==> src/hwl_pkg.sv <==
// package for the half-word load datapath: constants, kinds, carriers
// assumes one core clock; instruction decode happens upstream
// Overview of operation
// - sign load copies bit 15 upward
// - odd effective address raises misaligned exception
// - post-modify uses old pointer, then +/-2
// - short form: pointer plus even 6-bit offset
// - long form: pointer plus/minus 17-bit even offset
// - sign suffix changes nothing at all
// - register-indexed form adds second pointer after load
// - same pointer twice: plain load, no update
// - long encodings never issue in parallel
// - upper-half load writes bits 31:16 only
// - lower-half load writes bits 15:0 only
// - partial loads take index or pointer source
// - partial load forms are 16-bit encodings
// - eight data, four index, eight pointer registers
// - long offset forms use 32-bit encoding
package hwl_pkg;
	localparam int DATA_W = 32;
	localparam int HALF_W = 16;
	localparam int NUM_DREG = 8;
	localparam int NUM_PREG = 8;
	localparam int NUM_IREG = 4;
	localparam int STACK_PTR_IDX = 6;
	localparam int FRAME_PTR_IDX = 7;
	localparam logic [31:0] HALF_STEP = 32'h0000_0002;
	localparam logic [31:0] REG_RST = 32'h0000_0000;
	localparam int SHORT_OFF_W = 5;
	localparam int LONG_OFF_W = 16;
	localparam int MEM_LAT = 1;

	typedef enum logic [2:0] {
		HWL_PLAIN = 3'h0,
		HWL_POSTINC = 3'h1,
		HWL_POSTDEC = 3'h2,
		HWL_SHORTOFF = 3'h3,
		HWL_LONGADD = 3'h4,
		HWL_LONGSUB = 3'h5,
		HWL_INDEXED = 3'h6
	} hwl_amode_t;

	typedef enum logic [1:0] {
		HWL_SIGNED = 2'h0,
		HWL_UPPER = 2'h1,
		HWL_LOWER = 2'h2
	} hwl_dest_t;

	typedef enum logic [1:0] {
		HWL_IDLE = 2'b00,
		HWL_WAIT = 2'b01,
		HWL_DONE = 2'b11
	} hwl_state_t;

	typedef struct packed {
		hwl_dest_t dest;
		hwl_amode_t amode;
		logic useIndex;
		logic [2:0] dreg;
		logic [2:0] ptrA;
		logic [2:0] ptrB;
		logic [1:0] ireg;
		logic [15:0] offset;
		logic longEnc;
		logic parallel;
	} hwl_instr_t;

	typedef struct packed {
		logic exc;
		logic illegalIssue;
		logic done;
	} hwl_status_t;

	function automatic logic [31:0] hwl_sext(input logic [15:0] h);
		hwl_sext = {{16{h[15]}}, h};
	endfunction
endpackage

==> src/hwl_load_unit.sv <==
// half-word load datapath: address generation, alignment check, writeback
// assumes data memory answers one cycle after a read strobe
`timescale 1ns/100ps
module hwl_load_unit import hwl_pkg::*; (
	input wire logic mclk,
	input wire logic arst_n,
	input wire logic issueValid,
	input hwl_instr_t issueInstr,
	output logic issueReady,
	output logic [31:0] memAddr,
	output logic memRead,
	input wire logic [15:0] memData,
	input wire logic dbgWrEn,
	input wire logic [1:0] dbgRegSel,
	input wire logic [3:0] dbgIdx,
	input wire logic [31:0] dbgWrData,
	output logic [31:0] dbgRdData,
	output hwl_status_t status
);
	hwl_state_t state_ff, nxt_state;
	hwl_instr_t ins_ff, nxt_ins;
	logic [31:0] addr_ff, nxt_addr;
	logic [31:0] ptrNew_ff, nxt_ptrNew;
	logic ptrUpd_ff, nxt_ptrUpd;
	hwl_status_t status_ff, nxt_status;

	logic [NUM_DREG*32-1:0] dAll;
	logic [NUM_PREG*32-1:0] pAll;
	logic [NUM_IREG*32-1:0] iAll;
	logic dWe, pWe, iWe;
	logic [2:0] dIdx, pIdx;
	logic [1:0] iIdx;
	logic [31:0] dWd, pWd, iWd;
	logic [31:0] dRd, pRd, iRd;

	logic [31:0] baseVal, stepVal, effAddr, oldDest, mergedData;
	logic [31:0] offVal;
	logic misalign, badIssue;

	hwl_regfile #(.NREG(NUM_DREG), .AW(3)) uData (
		.mclk(mclk), .arst_n(arst_n), .wrEn(dWe), .wrIdx(dIdx),
		.wrData(dWd), .rdIdx(dbgIdx[2:0]), .rdData(dRd), .allRegs(dAll)
	);
	hwl_regfile #(.NREG(NUM_PREG), .AW(3)) uPtr (
		.mclk(mclk), .arst_n(arst_n), .wrEn(pWe), .wrIdx(pIdx),
		.wrData(pWd), .rdIdx(dbgIdx[2:0]), .rdData(pRd), .allRegs(pAll)
	);
	hwl_regfile #(.NREG(NUM_IREG), .AW(2)) uIdx (
		.mclk(mclk), .arst_n(arst_n), .wrEn(iWe), .wrIdx(iIdx),
		.wrData(iWd), .rdIdx(dbgIdx[1:0]), .rdData(iRd),
		.allRegs(iAll)
	);

	// address and post-modify value for the incoming instruction
	always_comb begin
		// the sign suffix is not an input at all: it cannot alter anything
		baseVal = pAll[issueInstr.ptrA*32 +: 32];
		if (issueInstr.useIndex) begin
			baseVal = iAll[{1'b0, issueInstr.ireg}*32 +: 32];
		end
		offVal = 32'h0000_0000;
		stepVal = baseVal;
		nxt_ptrUpd = 1'b0;
		case (issueInstr.amode)
			HWL_POSTINC: begin
				stepVal = baseVal + HALF_STEP;
				nxt_ptrUpd = 1'b1;
			end
			HWL_POSTDEC: begin
				stepVal = baseVal - HALF_STEP;
				nxt_ptrUpd = 1'b1;
			end
			HWL_SHORTOFF: begin
				// offset field counts half-words, so scale by two
				offVal = {26'h0, issueInstr.offset[SHORT_OFF_W-1:0], 1'b0};
			end
			HWL_LONGADD: begin
				offVal = {15'h0, issueInstr.offset, 1'b0};
			end
			HWL_LONGSUB: begin
				offVal = 32'h0000_0000 - {15'h0, issueInstr.offset, 1'b0};
			end
			HWL_INDEXED: begin
				stepVal = baseVal + pAll[issueInstr.ptrB*32 +: 32];
				nxt_ptrUpd = (issueInstr.ptrA != issueInstr.ptrB);
			end
			default: begin
				stepVal = baseVal;
			end
		endcase
		effAddr = baseVal + offVal;
		misalign = effAddr[0];
		// long encodings in parallel, encoding length not matching the mode, and partial loads with long shape are refused
		badIssue = (issueInstr.longEnc && issueInstr.parallel)
			|| (issueInstr.longEnc != (issueInstr.amode == HWL_LONGADD
			|| issueInstr.amode == HWL_LONGSUB))
			|| (issueInstr.dest != HWL_SIGNED && issueInstr.longEnc);
	end

	always_comb begin
		nxt_state = state_ff;
		nxt_ins = ins_ff;
		nxt_addr = addr_ff;
		nxt_ptrNew = ptrNew_ff;
		nxt_status = '0;
		case (state_ff)
			HWL_IDLE: begin
				// a request under a debug write is not taken
				if (issueValid && issueReady) begin
					nxt_ins = issueInstr;
					nxt_addr = effAddr;
					nxt_ptrNew = stepVal;
					if (badIssue) begin
						nxt_status.illegalIssue = 1'b1;
					end else if (misalign) begin
						nxt_status.exc = 1'b1;
					end else begin
						nxt_state = HWL_WAIT;
					end
				end
			end
			HWL_WAIT: nxt_state = HWL_DONE;
			HWL_DONE: begin
				nxt_status.done = 1'b1;
				nxt_state = HWL_IDLE;
			end
			default: nxt_state = HWL_IDLE;
		endcase
	end

	// writeback in the done state; nothing is written on an exception
	always_comb begin
		oldDest = dAll[ins_ff.dreg*32 +: 32];
		case (ins_ff.dest)
			HWL_UPPER: mergedData = {memData, oldDest[15:0]};
			HWL_LOWER: mergedData = {oldDest[31:16], memData};
			default: mergedData = hwl_sext(memData);
		endcase
		dWe = (state_ff == HWL_DONE) || (dbgWrEn && dbgRegSel == 2'h0);
		dIdx = (state_ff == HWL_DONE) ? ins_ff.dreg : dbgIdx[2:0];
		dWd = (state_ff == HWL_DONE) ? mergedData : dbgWrData;
		pWe = (state_ff == HWL_DONE && ptrUpd_ff && !ins_ff.useIndex)
			|| (dbgWrEn && dbgRegSel == 2'h1);
		pIdx = (state_ff == HWL_DONE) ? ins_ff.ptrA : dbgIdx[2:0];
		pWd = (state_ff == HWL_DONE) ? ptrNew_ff : dbgWrData;
		iWe = (state_ff == HWL_DONE && ptrUpd_ff && ins_ff.useIndex)
			|| (dbgWrEn && dbgRegSel == 2'h2);
		iIdx = (state_ff == HWL_DONE) ? ins_ff.ireg : dbgIdx[1:0];
		iWd = (state_ff == HWL_DONE) ? ptrNew_ff : dbgWrData;
	end

	logic ptrUpdHold;
	always_comb begin
		ptrUpdHold = ptrUpd_ff;
		if (issueValid && issueReady) begin
			ptrUpdHold = nxt_ptrUpd;
		end
	end

	always_ff @(posedge mclk or negedge arst_n) begin
		if (!arst_n) begin
			state_ff <= HWL_IDLE;
			ins_ff <= '0;
			addr_ff <= REG_RST;
			ptrNew_ff <= REG_RST;
			ptrUpd_ff <= 1'b0;
			status_ff <= '0;
		end else begin
			state_ff <= nxt_state;
			ins_ff <= nxt_ins;
			addr_ff <= nxt_addr;
			ptrNew_ff <= nxt_ptrNew;
			ptrUpd_ff <= ptrUpdHold;
			status_ff <= nxt_status;
		end
	end

	assign issueReady = (state_ff == HWL_IDLE) && !dbgWrEn;
	assign memAddr = addr_ff;
	assign memRead = (state_ff == HWL_WAIT);
	assign status = status_ff;
	always_comb begin
		case (dbgRegSel)
			2'h1: dbgRdData = pRd;
			2'h2: dbgRdData = iRd;
			default: dbgRdData = dRd;
		endcase
	end
endmodule

==> src/hwl_regfile.sv <==
// register storage for data, pointer and index registers
// assumes writes come from the main datapath on the same clock
`timescale 1ns/100ps
module hwl_regfile import hwl_pkg::*; #(
	parameter int NREG = 8,
	parameter int AW = 3
) (
	input wire logic mclk,
	input wire logic arst_n,
	input wire logic wrEn,
	input wire logic [AW-1:0] wrIdx,
	input wire logic [31:0] wrData,
	input wire logic [AW-1:0] rdIdx,
	output logic [31:0] rdData,
	output logic [NREG*32-1:0] allRegs
);
	logic [31:0] mem_ff [NREG];
	logic [31:0] nxt_mem [NREG];
	logic [31:0] rdData_ff;

	always_comb begin
		for (int i = 0; i < NREG; i++) begin
			nxt_mem[i] = mem_ff[i];
		end
		if (wrEn) begin
			nxt_mem[wrIdx] = wrData;
		end
	end

	always_ff @(posedge mclk or negedge arst_n) begin
		if (!arst_n) begin
			for (int i = 0; i < NREG; i++) begin
				mem_ff[i] <= REG_RST;
			end
			rdData_ff <= REG_RST;
		end else begin
			for (int i = 0; i < NREG; i++) begin
				mem_ff[i] <= nxt_mem[i];
			end
			rdData_ff <= mem_ff[rdIdx];
		end
	end

	always_comb begin
		for (int i = 0; i < NREG; i++) begin
			allRegs[i*32 +: 32] = mem_ff[i];
		end
	end

	assign rdData = rdData_ff;
endmodule

==> config.mk <==
export PLATFORM = sky130hd
export DESIGN_NAME = hwl_load_unit
export DESIGN_NICKNAME = d
export VERILOG_FILES = /design/src/hwl_pkg.sv /design/src/hwl_load_unit.sv /design/src/hwl_regfile.sv
export SDC_FILE = /design/constraint.sdc
export NUM_CORES = 2
export LEC_CHECK = 0
export BUFFER_PORTS_ARGS = -buffer_cell sky130_fd_sc_hd__clkbuf_2
export CORE_MARGIN = 3
export CORE_UTILIZATION = 68
export CTS_CLUSTER_SIZE = 25
export DETAILED_ROUTE_END_ITERATION = 8
export MAX_ROUTING_LAYER = met4
export PLACE_DENSITY_LB_ADDON = 0.2
export REMOVE_ABC_BUFFERS = 1
export SYNTH_ARGS = -nofsm -noshare
export SYNTH_HDL_FRONTEND = slang
export SYNTH_SLANG_ARGS = --single-unit
==> constraint.sdc <==
create_clock -name mclk -period 13.9 [get_ports mclk]
set_clock_uncertainty 0.2 [all_clocks]
set_input_delay 2.085 -clock mclk [delete_from_list [all_inputs] [get_ports mclk]]
set_output_delay 2.085 -clock mclk [all_outputs]
set_load 0.02 [all_outputs]
==> key figures <==
Drt
  • Routed Antenna Nets: 0
  • Vias/cell: slightly above 7
  • Wirelength, routed: ~140000 um
  • Initial DRC Count: around 4300
  • Initial DRT Pass Iterations: 5
  • Vias: approximately 36000
  • DRC: 0
  • Routed length per instance: approximately 29 um

Die
  • Die ar.: a little over 70000 um2
  • Top Ports: 162
  • Row cnt: 95
  • Initial Utilization: 69.1%
  • Die W: 268 um
  • Core box area: between 60000 and 70000 um2
  • Die Y: between 200 and 300 um

Cells and area
  • Non-Filler Instances: about 5000
  • Share of cells above drive strength 1: a little under 30%
  • Design area: just over 50000 um2
  • Final #Nets: around 4300
  • Fill cells: 4378
  • Area grow syn2layout: 10.1%

Synthesis
  • Cell variety after synth: 71
  • Mapped Area: 46700 um2
  • Async set-or-reset flop fraction in the synthesized netlist: 100%
  • Synth top area cells: dfrtp_1, mux4_2, mux2_2
  • YS warnings: 0
  • Area share of the largest cell type after synthesis: 43.8%
  • Post-synth EDFFs: 0
  • Cell taking the most area after synthesis: dfrtp_1
  • #FFs+latches synth: ~820
  • Avg Cell Area, Syn: between 10 and 15 um2
  • Post-Synthesis Cells: slightly above 4000
  • Post-synth top flop: dfrtp_1
  • Seq/Total Area, Yosys: a little over two fifths

Worst hold path
  • Min-delay worst type: register to register

Clock tree
  • CTS tree: built
  • Total CTS buffers: 87
  • Clk_lat worst skew: ~0.67 ns
  • Post_cts resized: 0
  • Setup bufs post-CTS: 0
  • Cts hold-fix bufs: 0
  • Maximum root-to-sink buffer count: 3
  • Clock sinks: 817
  • CTS clk-pin slew, worst paths: around 0.060 ns
  • Clock Tree Root: clkbuf_16
  • Htree depth: 3

Run status
  • Status: completed

GRT
  • Number of global-route vias before repair: 36231
  • Largest net degree at the start of global routing: 170
  • Grt total ovfl: 0
  • Global-route wire length before repair: 218000 um
  • GRT Total Usage: about 42%
  • Initial antenna violation count: 6

Critical path
  • Reg2reg setup slack: between 8 and 9 ns
  • Critical-path maximum fanout: 20
  • Data arrival time of the critical path: 7.90 ns
  • Crit path capture type: register
  • Critical path type: input pin to register
  • CP Launch Type: input pin
  • WP data required: 14.20 ns

Timing
  • Max transition margin: 11.9%
  • Hold WS: between 0.2 and 0.3 ns
  • Slew @ Worst Pin: around 1.3 ns
  • RSZ-0062 raised after global routing: false
  • Highest Clock Rate: 0.132 GHz
  • Setup tns final: 0 ns
  • Final WS setup: between 6 and 7 ns
  • Setup-failing EPs final: 0
  • Final number of hold-violating endpoints: 0
  • Fin crit period: about 7.6 ns
  • Final slew viol count: 0
  • Final period util: 54.7%

Pwr
  • LEAKAGE: roughly 0.022 uW
  • PD cells: 227 nW/um2
  • Peak VDD IR: 188 uV

Place
  • Dpl hpwl: slightly above 90000 um
  • Final Wtd Congestion: between 0.9 and 1
  • Placed Area: just under 50000 um2
  • Placement Setup Slack: 5.83 ns
  • IO buf count: 160
  • Post-Place Cells: 4858

Flow run
  • Max-cap check violation count: 0
report_power, final:
part           total (uW)  internal, uW  leakage (uW)  switching (uW)
Combinational        4650          2350        0.0107            2300
Sequential           4490          3510        0.0102             979
Clock                2500          1490       0.00150            1010
Total               11600          7350        0.0223            4290
per-layer routing:
layer	part of all wire (%)	up-vias	track usage (%)
li1	-	15119	-
met1	37	18142	54.1
met2	46	2308	63.3
met3	11	526	10.4
met4	5.6	0	21.4
met5	0	-	-
area by class of cell:
type	count	area, um2	share of cell area (%)
clock inverters	35	546	1.06
inverters	33	124	0.241
flip-flops and latches	817	20500	39.8
clock buffers	124	2520	4.90
diodes	4	10.0	0.0195
well taps	873	1090	2.13
repair buffers	259	1620	3.15
multi-input cells	2877	25000	48.7
cells in the mapped netlist (40+ instances only):
library cell,count
mux4_2,384
nand2_1,426
xnor2_1,40
dfrtp_1,817
clkbuf_1,261
xor2_1,51
a21oi_1,348
buf_1,62
ha_1,96
nor2_1,335
mux2i_1,56
o21ai_0,313
mux2_2,368
a22oi_1,41
cell usage in the layout (no fill, tap or decap), types with 10 or more instances in the layout:
cell	netlist	layout
o211ai_1	12	12
and3_1	10	10
o21ai_0	313	313
xnor2_1	40	40
nand2b_1	16	15
mux2_2	368	368
o31ai_1	17	17
o21ai_1	34	32
nand2_1	426	422
bufinv_16	0	12
mux2i_1	56	56
nor3_1	21	21
xor2_1	51	51
o21bai_1	11	11
nor2b_1	14	12
a22oi_1	41	41
a21o_1	37	36
a211oi_1	12	12
clkinv_2	0	15
a221oi_1	31	31
o21a_1	13	12
clkbuf_2	0	151
a31oi_1	25	25
nand3_1	22	20
buf_4	0	100
nand4_1	12	12
clkbuf_1	261	19
clkbuf_16	0	89
nor2_1	335	325
mux4_2	384	384
a21boi_0	36	35
a21oi_1	348	346
clkbuf_8	0	17
ha_1	96	93
dfrtp_1	817	814
inv_1	33	32
final timing paths:
check | from | endpoint | cells after the start
hold reg to reg | memAddr[27] | memAddr[27] | 2
hold / removal | memAddr[27] | memAddr[27] | 2
setup / recovery | issueInstr[18] | memAddr[27] | 16
min in group asynchronous | arst_n | memAddr[8] | 1
max in group asynchronous | arst_n | uIdx.allRegs[79] | 3
setup reg to reg | uPtr.allRegs[225] | memAddr[27] | 15
sequential cells by signal, summed over array words and instances (netlist names):
name	count
uIdx.rdData	32
state_ff	2
status	3
uIdx.allRegs	128
uPtr.rdData	32
ins_ff	11
ptrUpd_ff	1
uPtr.allRegs	256
uData.rdData	32
memAddr	32
uData.allRegs	256
ptrNew_ff	32
worst max-delay path: stages:
cell	delay [ns]
buf_2	0.57
buf_4	0.64
mux4_2	0.62
mux2i_1	0.46
inv_1	0.19
ha_1	0.26
fa_1	0.48
a211oi_1	0.36
o211ai_1	0.19
a32oi_1	0.53
nor3_1	0.18
o41ai_2	0.66
o21bai_1	0.20
a21oi_1	0.21
xor2_1	0.16
o21ai_0	0.08
through the flow:
step           total power, uW  utilization, %
2_1_floorplan             7550               -
3_5_place_dp              8980            71.5
6_report                 11600            76.1
4_1_cts                  11500            76.1
5_1_grt                  12200            76.1
3_3_place_gp              8750            71.5
cell families after synthesis:
group | synth area share (%)
compound gates | 12.3
simple gates | 7.93
flops | 43.8
mux | 28.6
buf+inv | 2.91
fa+ha+maj | 2.70
xor+xnor | 1.74
Note: power is estimated with default switching activity, not from simulation.
